**config.mk**
```make
export PLATFORM = sky130hd
export DESIGN_NAME = can_rx_overwrite_autobaud
export DESIGN_NICKNAME = d
export VERILOG_FILES = /design/src/hw/can_rx_overwrite_autobaud.v
export VERILOG_INCLUDE_DIRS = /design/src /design/src/pkg
export SDC_FILE = /design/constraint.sdc
export NUM_CORES = 2
export LEC_CHECK = 0
export BUFFER_PORTS_ARGS = -buffer_cell sky130_fd_sc_hd__buf_2
export CAP_MARGIN = 30
export CORE_MARGIN = 5
export CORE_UTILIZATION = 50
export CTS_CLUSTER_DIAMETER = 40
export DETAILED_ROUTE_END_ITERATION = 7
export PLACE_DENSITY = 0.62
export SETUP_SLACK_MARGIN = 0.4
export SLEW_MARGIN = 0
export SYNTH_ARGS = -nofsm -noshare
export SYNTH_HDL_FRONTEND = slang
export SYNTH_SLANG_ARGS = --single-unit
```
**constraint.sdc**
```tcl
create_clock -name aclk -period 6.1 [get_ports aclk]
set_input_delay 1.22 -clock aclk [delete_from_list [all_inputs] [get_ports aclk]]
set_output_delay 1.22 -clock aclk [all_outputs]
set_load 0.05 [all_outputs]
```
**src/pkg/can_rx_ovw_regs.vh**
```
// Operation
// - Centers 1-15 each own an overwrite_enable bit
// - Overwrite enabled stores frame despite data_unread
// - Replacing stored frame sets receive_overwrite_flag
// - Overwrite disabled: busy center takes no data
// - Inhibit left set reads overwrite flag 1 with overwrite enabled
// - transmit_inhibit writable only in transmit mode
// - Shared value fills lowest free center first
// - Overwrite disabled never sets overwrite flag
// - Empty center 15 stores frames directly
// - Busy center 15 routes frames to shadow
// - Shadow moves into center 15 when empty
// - Overwrite enabled replaces shadow, flags if unread
// - Empty shadow fills without setting flag
// - Center 15 flag means shadow replacement only
// - Overwrite disabled, shadow full: frame dropped
// - Autobaud bit 2 ANDs receive with transmit
// - Autobaud holds transmit pin recessive high
// - Listening errors count, threshold sets exceeded flag
// - Soft reset stops bus, sets hold, clears counters
// - Error counters zero on either reset
`ifndef CAN_RX_OVW_REGS_VH
`define CAN_RX_OVW_REGS_VH

// Register byte addresses
`define CTRL_BASE        8'h00
`define ARB_BASE         8'h40
`define DATA_BASE        8'hC0
`define CAN_CONTROL_ADDR 8'hA0
`define CAN_STATUS_ADDR  8'hA4
`define TX_ERR_ADDR      8'hA8
`define RX_ERR_ADDR      8'hAC

// Center control fields
`define CC_TXRX   0
`define CC_TIH    1
`define CC_DU     2
`define CC_RRP    3
`define CC_OE     4
`define CC_ROW    5

// can_control fields
`define CTL_HOLD     0
`define CTL_SRST     1
`define CTL_AUTOBAUD 2

// can_status fields
`define ST_EXCEEDED 0
`define ST_PASSIVE  1
`define ST_SHADOW   2
`define ST_HOLD     7

// Counter thresholds and reset values
`define ERR_EXCEED_LIMIT 8'h60
`define ERR_PASSIVE_LIMIT 8'h80
`define ERR_RESET        8'h00
`define CTL_RESET        8'h01

// Bus responses
`define RESP_OKAY   2'h0
`define RESP_SLVERR 2'h2

`endif

```
**src/hw/can_rx_overwrite_autobaud.v**
```verilog
// The AXI4-Lite slave port was decided locally.
`timescale 1ns/1ps
`include "can_rx_ovw_regs.vh"

module can_rx_overwrite_autobaud (
   input  wire        aclk,
   input  wire        aresetn,
   // AXI4-Lite slave
   input  wire [7:0]  s_axi_awaddr,
   input  wire        s_axi_awvalid,
   output wire        s_axi_awready,
   input  wire [31:0] s_axi_wdata,
   input  wire [3:0]  s_axi_wstrb,
   input  wire        s_axi_wvalid,
   output wire        s_axi_wready,
   output reg  [1:0]  s_axi_bresp,
   output reg         s_axi_bvalid,
   input  wire        s_axi_bready,
   input  wire [7:0]  s_axi_araddr,
   input  wire        s_axi_arvalid,
   output wire        s_axi_arready,
   output reg  [31:0] s_axi_rdata,
   output reg  [1:0]  s_axi_rresp,
   output reg         s_axi_rvalid,
   input  wire        s_axi_rready,
   // Frames from the protocol engine
   input  wire        rx_frame_valid,
   input  wire [10:0] rx_frame_id,
   input  wire [31:0] rx_frame_data,
   // Error events from the protocol engine
   input  wire        rx_err_inc1,
   input  wire        rx_err_inc8,
   input  wire        tx_err_inc8,
   // Bit streams
   input  wire        can_tx_core,
   output reg         can_rx_core,
   input  wire        can_rx_pin,
   output reg         can_tx_pin,
   output wire        bus_enable
);

   ////////////////////////////////////////////////////////////////////////
   // Storage
   reg  [15:1] txrx;           // tx_rx_select per center
   reg  [15:1] transmit_inhibit;            // transmit_inhibit
   reg  [15:1] du;             // data_unread
   reg  [15:1] rrp;            // remote_reply_pending
   reg  [15:1] oe;             // overwrite_enable
   reg  [15:1] row;            // receive_overwrite_flag, raw
   reg  [10:0] arb   [1:15];   // Arbitration values
   reg  [31:0] data  [1:15];   // Payload words
   reg  [31:0] shadow_data;    // Center 15 shadow payload
   reg  [10:0] shadow_id;      // Center 15 shadow identifier
   reg         shadow_full;    // Shadow holds unread frame
   reg         sw_init_hold;   // Bus activity stopped
   reg         autobaud;       // Listen-only loopback
   reg  [7:0]  tx_error_count; // Transmit error counter
   reg  [7:0]  rx_error_count; // Receive error counter
   reg         rx_meta;        // Pin synchroniser stage 1
   reg         rx_sync;        // Pin synchroniser stage 2
   // Center zero does not exist; slot 0 of each bank is unmapped
   integer     i;              // Placement search index
   integer     j;              // Reset loop index, kept apart from i

   ////////////////////////////////////////////////////////////////////////
   // Helpers

   // Byte-lane merge of a write into an old word
   function [31:0] merge;
      input [31:0] old;
      input [31:0] nw;
      input [3:0]  strb;
      integer      b;
      begin
         merge = old;
         for (b = 0; b < 4; b = b + 1) begin
            if (strb[b]) begin
               merge[b*8 +: 8] = nw[b*8 +: 8];
            end
         end
      end
   endfunction

   // Saturating counter step
   function [7:0] sat_add;
      input [7:0] cnt;
      input [7:0] inc;
      reg   [8:0] sum;
      begin
         sum = {1'b0, cnt} + {1'b0, inc};
         sat_add = sum[8] ? 8'hFF : sum[7:0];
      end
   endfunction

   ////////////////////////////////////////////////////////////////////////
   // Bus handshake, one write and one read at a time
   // A second write waits until the master has taken the answer
   wire        wr_go = s_axi_awvalid & s_axi_wvalid & ~s_axi_bvalid;
   wire        rd_go = s_axi_arvalid & ~s_axi_rvalid;
   wire [3:0]  wr_idx = s_axi_awaddr[5:2];
   wire [3:0]  rd_idx = s_axi_araddr[5:2];
   wire [31:0] wd = s_axi_wdata;
   wire [3:0]  ws = s_axi_wstrb;

   // Address and data are taken together in the same edge
   assign s_axi_awready = wr_go;
   assign s_axi_wready  = wr_go;
   assign s_axi_arready = rd_go;
   assign bus_enable    = ~sw_init_hold;

   // Decoded write targets
   wire wr_ctrl = wr_go & (s_axi_awaddr[7:6] == 2'h0) & (wr_idx != 4'h0);
   wire wr_arb  = wr_go & (s_axi_awaddr[7:6] == 2'h1) & (wr_idx != 4'h0);
   wire wr_data = wr_go & (s_axi_awaddr[7:6] == 2'h3) & (wr_idx != 4'h0);
   wire wr_cctl = wr_go & (s_axi_awaddr == `CAN_CONTROL_ADDR);
   wire wr_txe  = wr_go & (s_axi_awaddr == `TX_ERR_ADDR);
   wire wr_rxe  = wr_go & (s_axi_awaddr == `RX_ERR_ADDR);
   wire wr_hit  = wr_ctrl | wr_arb | wr_data | wr_cctl | wr_txe | wr_rxe
                  | (wr_go & (s_axi_awaddr == `CAN_STATUS_ADDR));
   // Soft reset only when its byte lane is written with a one
   wire soft_rst = wr_cctl & ws[0] & wd[`CTL_SRST];
   // Arbitration write merged as a word, then cut to the 11 id bits
   wire [31:0] arb_merged = merge({21'h000000, arb[wr_idx]}, wd, ws);

   ////////////////////////////////////////////////////////////////////////
   // Frame placement search
   wire [15:1] busy = du | rrp;
   wire        frame_ok = rx_frame_valid & ~sw_init_hold;
   reg  [15:1] cand;          // Centers able to take the frame
   reg  [3:0]  sel;           // Lowest candidate
   reg         sel_hit;       // Any candidate at all

   // Lowest-numbered eligible receive center wins
   always @* begin
      sel     = 4'h0;
      sel_hit = 1'b0;
      for (i = 1; i <= 15; i = i + 1) begin
         // Center 15 ignores busy; the shadow absorbs busy cases
         cand[i] = ~txrx[i] & (arb[i] == rx_frame_id) &
                   ((i == 15) | ~busy[i] | oe[i]);
      end
      for (i = 15; i >= 1; i = i - 1) begin
         if (cand[i]) begin
            sel     = i[3:0];
            sel_hit = 1'b1;
         end
      end
   end

   // Center 15 picks main registers or shadow from its busy flags
   wire store   = frame_ok & sel_hit;
   wire to15    = store & (sel == 4'hF);
   wire main15  = to15 & ~busy[15];
   wire shad_ld = to15 & busy[15] & (~shadow_full | oe[15]);
   // Drain only when no frame heads for center 15 this edge
   wire drain   = shadow_full & ~busy[15] & ~to15;

   ////////////////////////////////////////////////////////////////////////
   // Center registers and shadow
   always @(posedge aclk) begin
      if (!aresetn) begin
         txrx        <= 15'h0000;
         transmit_inhibit         <= 15'h0000;
         du          <= 15'h0000;
         rrp         <= 15'h0000;
         oe          <= 15'h0000;
         row         <= 15'h0000;
         shadow_full <= 1'b0;
         shadow_data <= 32'h00000000;
         shadow_id   <= 11'h000;
         for (j = 1; j <= 15; j = j + 1) begin
            arb[j]  <= 11'h000;
            data[j] <= 32'h00000000;
         end
      end else begin
         // Software center writes first, hardware sets later win; soft reset comes last and wins
         if (wr_ctrl & ws[0]) begin
            // Inhibit only moves while transmit is selected
            if (txrx[wr_idx]) begin
               transmit_inhibit[wr_idx] <= wd[`CC_TIH];
            end
            txrx[wr_idx] <= wd[`CC_TXRX];
            du[wr_idx]   <= wd[`CC_DU];
            rrp[wr_idx]  <= wd[`CC_RRP];
            oe[wr_idx]   <= wd[`CC_OE];
            row[wr_idx]  <= wd[`CC_ROW];
         end
         if (wr_arb) begin
            arb[wr_idx] <= arb_merged[10:0];
         end
         if (wr_data) begin
            data[wr_idx] <= merge(data[wr_idx], wd, ws);
         end
         // Frame into a normal center or center 15 main registers
         if (store & (sel != 4'hF)) begin
            data[sel] <= rx_frame_data;
            du[sel]   <= 1'b1;
            // Only a store into a busy center (unread or reply pending) raises the flag
            if (busy[sel]) begin
               row[sel] <= 1'b1;
            end
         end
         if (main15) begin
            data[15] <= rx_frame_data;
            du[15]   <= 1'b1;
         end
         // Shadow load; flag only if unread shadow is replaced
         if (shad_ld) begin
            shadow_data <= rx_frame_data;
            shadow_id   <= rx_frame_id;
            shadow_full <= 1'b1;
            if (shadow_full) begin
               row[15] <= 1'b1;
            end
         end
         // Drain and load never meet: drain needs no frame for 15
         // Shadow drains into empty center 15
         if (drain) begin
            data[15]    <= shadow_data;
            du[15]      <= 1'b1;
            shadow_full <= 1'b0;
         end
         // Soft reset drops enables and the shadow
         if (soft_rst) begin
            oe          <= 15'h0000;
            shadow_full <= 1'b0;
         end
      end
   end

   ////////////////////////////////////////////////////////////////////////
   // Global control and error counters
   // Saturation keeps a noisy bus from wrapping the count to zero
   wire cnt_on = ~sw_init_hold;

   // Error events only move the counters while the module listens on the bus; writes and soft reset load them at any time
   always @(posedge aclk) begin
      if (!aresetn) begin
         sw_init_hold   <= 1'b1;
         autobaud       <= 1'b0;
         tx_error_count <= `ERR_RESET;
         rx_error_count <= `ERR_RESET;
      end else begin
         // Hold and autobaud take byte lane 0 only
         if (wr_cctl & ws[0]) begin
            sw_init_hold <= wd[`CTL_HOLD];
            autobaud     <= wd[`CTL_AUTOBAUD];
         end
         if (cnt_on) begin
            if (rx_err_inc8) begin
               rx_error_count <= sat_add(rx_error_count, 8'h08);
            end else if (rx_err_inc1) begin
               rx_error_count <= sat_add(rx_error_count, 8'h01);
            end
            if (tx_err_inc8) begin
               tx_error_count <= sat_add(tx_error_count, 8'h08);
            end
         end
         // Writing the transmit counter loads both counters
         if (wr_txe & ws[0]) begin
            tx_error_count <= wd[7:0];
            rx_error_count <= wd[7:0];
         end
         if (wr_rxe & ws[0]) begin
            rx_error_count <= wd[7:0];
         end
         // Soft reset stops the bus and clears counters
         if (soft_rst) begin
            sw_init_hold   <= 1'b1;
            tx_error_count <= `ERR_RESET;
            rx_error_count <= `ERR_RESET;
         end
      end
   end

   ////////////////////////////////////////////////////////////////////////
   // Pin path with autobaud loopback
   // Two stages on the pin, one more edge for the core view
   always @(posedge aclk) begin
      if (!aresetn) begin
         rx_meta     <= 1'b1;
         rx_sync     <= 1'b1;
         can_rx_core <= 1'b1;
         can_tx_pin  <= 1'b1;
      end else begin
         rx_meta <= can_rx_pin;
         rx_sync <= rx_meta;
         // Own dominant bits still seen internally while listening
         can_rx_core <= autobaud ? (rx_sync & can_tx_core)
                                 : rx_sync;
         // Recessive while held or autobauding, so no error frames leak
         can_tx_pin  <= (autobaud | sw_init_hold) ? 1'b1
                                                  : can_tx_core;
      end
   end

   ////////////////////////////////////////////////////////////////////////
   // Status view
   // Either counter alone trips a threshold
   wire exceeded = (tx_error_count >= `ERR_EXCEED_LIMIT) |
                   (rx_error_count >= `ERR_EXCEED_LIMIT);
   wire passive  = (tx_error_count >= `ERR_PASSIVE_LIMIT) |
                   (rx_error_count >= `ERR_PASSIVE_LIMIT);
   // Stale inhibit on an overwrite-enabled receive center forces the flag high
   wire [15:1] row_view = row | (transmit_inhibit & ~txrx & oe);

   reg  [31:0] rd_word;
   reg         rd_ok;

   // Read decode; unmapped addresses answer an error
   // Reads have no side effects, so a repeated poll is harmless
   always @* begin
      rd_word = 32'h00000000;
      rd_ok   = 1'b1;
      if ((s_axi_araddr[7:6] == 2'h0) && (rd_idx != 4'h0)) begin
         rd_word = {26'h0000000, row_view[rd_idx], oe[rd_idx],
                    rrp[rd_idx], du[rd_idx], transmit_inhibit[rd_idx], txrx[rd_idx]};
      end else if ((s_axi_araddr[7:6] == 2'h1) && (rd_idx != 4'h0)) begin
         rd_word = {21'h000000, arb[rd_idx]};
      end else if ((s_axi_araddr[7:6] == 2'h3) && (rd_idx != 4'h0)) begin
         rd_word = data[rd_idx];
      end else begin
         case (s_axi_araddr)
            `CAN_CONTROL_ADDR: begin
               rd_word = {29'h00000000, autobaud, 1'b0, sw_init_hold};
            end
            `CAN_STATUS_ADDR: begin
               rd_word = {24'h000000, sw_init_hold, 4'h0, shadow_full,
                          passive, exceeded};
            end
            `TX_ERR_ADDR: begin
               rd_word = {24'h000000, tx_error_count};
            end
            `RX_ERR_ADDR: begin
               rd_word = {24'h000000, rx_error_count};
            end
            default: begin
               rd_ok = 1'b0;
            end
         endcase
      end
   end

   ////////////////////////////////////////////////////////////////////////
   // Response channels
   // Each answer stands until the master raises its ready
   always @(posedge aclk) begin
      if (!aresetn) begin
         s_axi_bvalid <= 1'b0;
         s_axi_bresp  <= `RESP_OKAY;
         s_axi_rvalid <= 1'b0;
         s_axi_rresp  <= `RESP_OKAY;
         s_axi_rdata  <= 32'h00000000;
      end else begin
         if (wr_go) begin
            s_axi_bvalid <= 1'b1;
            s_axi_bresp  <= wr_hit ? `RESP_OKAY : `RESP_SLVERR;
         end else if (s_axi_bready) begin
            s_axi_bvalid <= 1'b0;
         end
         if (rd_go) begin
            s_axi_rvalid <= 1'b1;
            s_axi_rdata  <= rd_word;
            s_axi_rresp  <= rd_ok ? `RESP_OKAY : `RESP_SLVERR;
         end else if (s_axi_rready) begin
            s_axi_rvalid <= 1'b0;
         end
      end
   end

endmodule

```
Yosys cells after proc, flatten, opt, wreduce, memory -nomap -nowiden
Memory sizes are Yosys's and may differ from the RTL's.
Cells that the tools add are included.
Word-level totals
  input bits: 108
  bits in latches: 0
  bits in read-only memories: 0
  word-level logic and storage cells: 387
  flip-flop bits (word level): 183
  bits in writable memories: 645
  output and inout bits: 44
  memories: 2
Operators by class
  bitwise gates (word level): 150
  shifts and indexed selects: 0
  multipliers: 0
  equality and inequality tests: 39
  muxes and demuxes: 134
  add/subtract/negate cells: 3
  divide/modulo/power cells: 0
  order comparisons: 9
  reductions and logical operators: 29
Memory list
  data: words 15, bits a word 32, rd ports 1, clocked after memory_dff 0, wr ports 15, line can_rx_overwrite_autobaud.v:51  | reg [31:0] data [1:15];
  arb: words 15, bits a word 11, rd ports 16, clocked after memory_dff 0, wr ports 15, line can_rx_overwrite_autobaud.v:50  | reg [10:0] arb [1:15];
Operators by type and width (number)
  $mux W32: 7
  $mux W8: 24
  $eq A11 B11 Y1: 15
  $mux W15: 7
  $bwmux W15: 6
  $mux W4: 19
  $and A1 B1 Y1: 73
  $eq A8 B8 Y1 const B: 8
  $reduce_or A32 Y1: 2
  $or A15 B15 Y15: 4
  $mux W1: 55
  $not A1 Y1: 44
  $bmux W1 S4: 8
  $pmux W8 S4: 1
  $and A15 B15 Y15: 2
  $or A1 B1 Y1: 26
  $add A8 B4 Y9 const B: 2
  $reduce_and A2 Y1: 9
  $ge A8 B7 Y1 const B: 2
  $ge A8 B8 Y1 const B: 2
  $lt A4 B5 Y1 const B: 3
  $not A15 Y15: 1
  $eq A4 B4 Y1 const B: 3
  $ne A3 B3 Y1 const B: 4
  other kinds (20): 37

Longest topological paths before layout
  depth after elaboration: 30
  depth in mapped cells: 15
  mapped depth without buffers: 9

Worst setup path before layout
OpenSTA, ideal clock, no wires.
  kind: input -> register
  from: in rx_frame_id[5]
  to: mem data[8][0], enable pin
  data required time: 5.774 ns
  arrival: 4.178 ns
  stages on the path: 13
  buffers on the path: 4
  library setup time: 0.326 ns
  slack: 1.596 ns
  path through: buf_2 > xor2_1 > nor4_1 > o2111ai_1 > or4_1 > buf_2 > and4_4 > buf_6 > a31o_2 > buf_2 > or3_1 > o21ai_1 > a21o_1
RTL lines
  start: declaration: line can_rx_overwrite_autobaud.v:28  | input wire [10:0] rx_frame_id,
  end: declaration: line can_rx_overwrite_autobaud.v:51

==> metrics <==
Critical Path Start Type input pin; Wirelength per Cell 31.27 um; worst-case setup margin in the final layout 1.155 ns; switching pwr 3.894 mW; Final Wtd Congestion 0.9926; post-synth top area share 0.4390; crit path DAT 5.30 ns; metal3 WL 21130 um; number of antenna violations at the first check in global routing 7; Syn Std Cell Area 47060 um^2; Min Clock Period, post-route 4.945 ns; number of storage elements in the synthesis netlist 869; via count 35550; top routing layer in use met5; Placement Setup Slack 0.6205 ns; DR vias/cell 6.633; final setup violating endpoints 0; combinational power share 0.072; Power per Cell Area 292.2 nW/um^2; maximum number of pins on one net before global-route repair 89; aggregate routed wire length 167600 um; via count of the first global-routing pass 33870; CTS tree yes; initial DRC count 5051; f_max 202.2 MHz; area grow syn2layout 13.92%; cells after synthesis 3967; core region area 93330 um^2; static leakage 19.68 nW; top flip-flop cell by instance count after synthesis edfxtp_1; Post-synth EDFFs 688; maximum clock path buffer count 3; number of buffers added on ports 149; Resize count post-CTS 0; Die Y 316.8 um; data required time at the worst endpoint 6.46 ns; total negative setup slack 0 ns; die width 316.8 um; leftover overflow at the end of global routing 0; synthesized area per cell 11.86 um^2; DRC 0; distinct cell type count of the synthesized netlist 70; sequential element share of the synthesized area 0.5160; number of antenna-violating nets in the routed design 0; boundary pin count 152; sequential share of power 0.422; worst clock skew on the final layout 0.03324 ns; Post-CTS Hold Fix Bufs 0; area of the die 100400 um^2; DRT Pass-1 Iters 8; proportion of total power due to net switching 0.2485; count of maximum capacitance violations 0; total number of clock tree sinks 869; part of the cycle the worst path needs 0.8107; total setup buffers inserted after CTS 0; clock buffer count from CTS 136; RSZ-0062 raised after global routing false; Clk Latency, worst-skew pair 0.74 ns; # rows 112; final slew viol count 0; share of layout cells above drive strength 1 0.2384; global routing usage summed across all routing layers 0.3293; Max Fanout on Critical Path 30; global-route wire length before repair 241400 um; biggest area contributors in the synthesized netlist edfxtp_1 (44%), mux4_2 (12%), dfxtp_1 (7.7%); H-tree depth 4; Async S/R FF share, synth 0; Relative slew margins 0.2886; HPWL after DPL 111500 um; root buffer cell clkbuf_16; status finished clean; final net count 4102; CTS clk-pin slew, worst paths 0.05 ns; Met1 Wirelength 65570 um; pin slew with the least headroom to its limit 1.065 ns; Met2 Wirelength 74390 um; Synth area leader edfxtp_1; most instantiated cells after synthesis edfxtp_1 (688), nor2_1 (447), nand2_1 (350), clkbuf_1 (315), mux4_2 (243); final-report hold violation count 0; initial standard-cell utilization of the core 0.5042; peak supply drop 0.0002695 V; share of total power in the clock network 0.506; Yosys warnings 0; Worst Path Class, Setup in2reg; internal power component 11.77 mW; kind of path behind the tightest hold check reg2reg; most common cell in the synthesized netlist edfxtp_1; endpoint type of the worst setup path register
## through the flow
stage	instance area (um^2)	power (mW)	hold WS, ns	instances	utilization
2_1_floorplan	47220	7.375	0.3863	4011	-
3_3_place_gp	48900	7.825	0.3911	5101	0.5240
3_5_place_dp	48930	7.835	0.4019	5104	0.5243
4_1_cts	53600	15.68	0.4146	5356	0.5743
5_1_grt	53600	16.02	0.4514	5357	0.5743
6_report	53610	15.67	0.4128	5359	0.5744
## per-layer routing
| metal | vias up | track usage |
|---|---|---|
| li1 | 14920 | - |
| met1 | 17820 | 0.4666 |
| met2 | 2428 | 0.4968 |
| met3 | 372 | 0.08713 |
| met4 | 6 | 0.1140 |
| met5 | - | 0 |
## final timing paths
check / from / to / slack (ns) / cells past startpoint
min reg2reg: rx_meta / rx_sync / 0.41 / 1
max: rx_frame_id[6] / data[2][26] / 1.16 / 12
min: rx_meta / rx_sync / 0.41 / 1
max reg2reg: arb[1][5] / data[2][26] / 1.52 / 11
## critical path, stage by stage
cell and delay (ns):
buf_2 0.41, xor2_1 0.13, nor4_1 0.41, o2111ai_1 0.27
or4_1 0.60, and4_4 0.26, a31oi_4 0.15, buf_4 0.40
nand4_1 0.20, o21ai_0 0.44, buf_4 0.25, a21o_1 0.53
## state kept, by name, indices dropped and copies added, names as in the netlist, 8 cells and up
name / count
row: 15
rx_error_count: 8
txrx: 15
rrp: 15
data: 512
oe: 15
shadow_data: 32
du: 15
tx_error_count: 8
s_axi_rdata: 32
transmit_inhibit: 15
arb: 176
## logic make-up after synthesis
family,synth area share
and+or+nand+nor,0.1284
buffers and inverters,0.03964
AOI/OAI and AO/OA,0.08376
DFF,0.5160
xor gates and xnor gates,0.03090
muxes,0.1994
adders and majority gates,0.001808
other,0.00007969
## power groups by stage
stage | Clock, mW | Combinational [mW] | Sequential [mW]
5_1_grt | 8.23 | 1.18 | 6.61
3_5_place_dp | 0 | 1.11 | 6.72
2_1_floorplan | 0 | 0.662 | 6.71
3_3_place_gp | 0 | 1.10 | 6.72
6_report | 7.92 | 1.13 | 6.61
4_1_cts | 7.96 | 1.11 | 6.61
## cell type report
| class | instances | area (um^2) |
|---|---|---|
| timing repair buffer | 269 | 1814 |
| tap | 1254 | 1569 |
| antenna | 3 | 7.507 |
| inverter | 22 | 87.58 |
| clock buffer | 162 | 3643 |
| fill | 7737 | 39720 |
| sequential | 869 | 24280 |
| clock inverter | 90 | 1027 |
| multi-input combinational | 2690 | 21170 |
## cell usage in the layout (no fill, tap or decap), types with 45 or more instances in the layout
master / n
mux2i_1: 133
o22ai_1: 48
dfxtp_1: 181
conb_1: 45
o21ai_0: 66
a21oi_1: 77
o31ai_1: 234
and2_1: 158
buf_2: 146
nand2_1: 348
buf_4: 109
xnor2_1: 111
nand3_1: 107
clkbuf_16: 138
mux4_2: 243
nor2_1: 445
edfxtp_1: 688
mux2_2: 184
nand4_1: 95
xor2_1: 55
No activity file was read; power rests on OpenSTA's default activity.
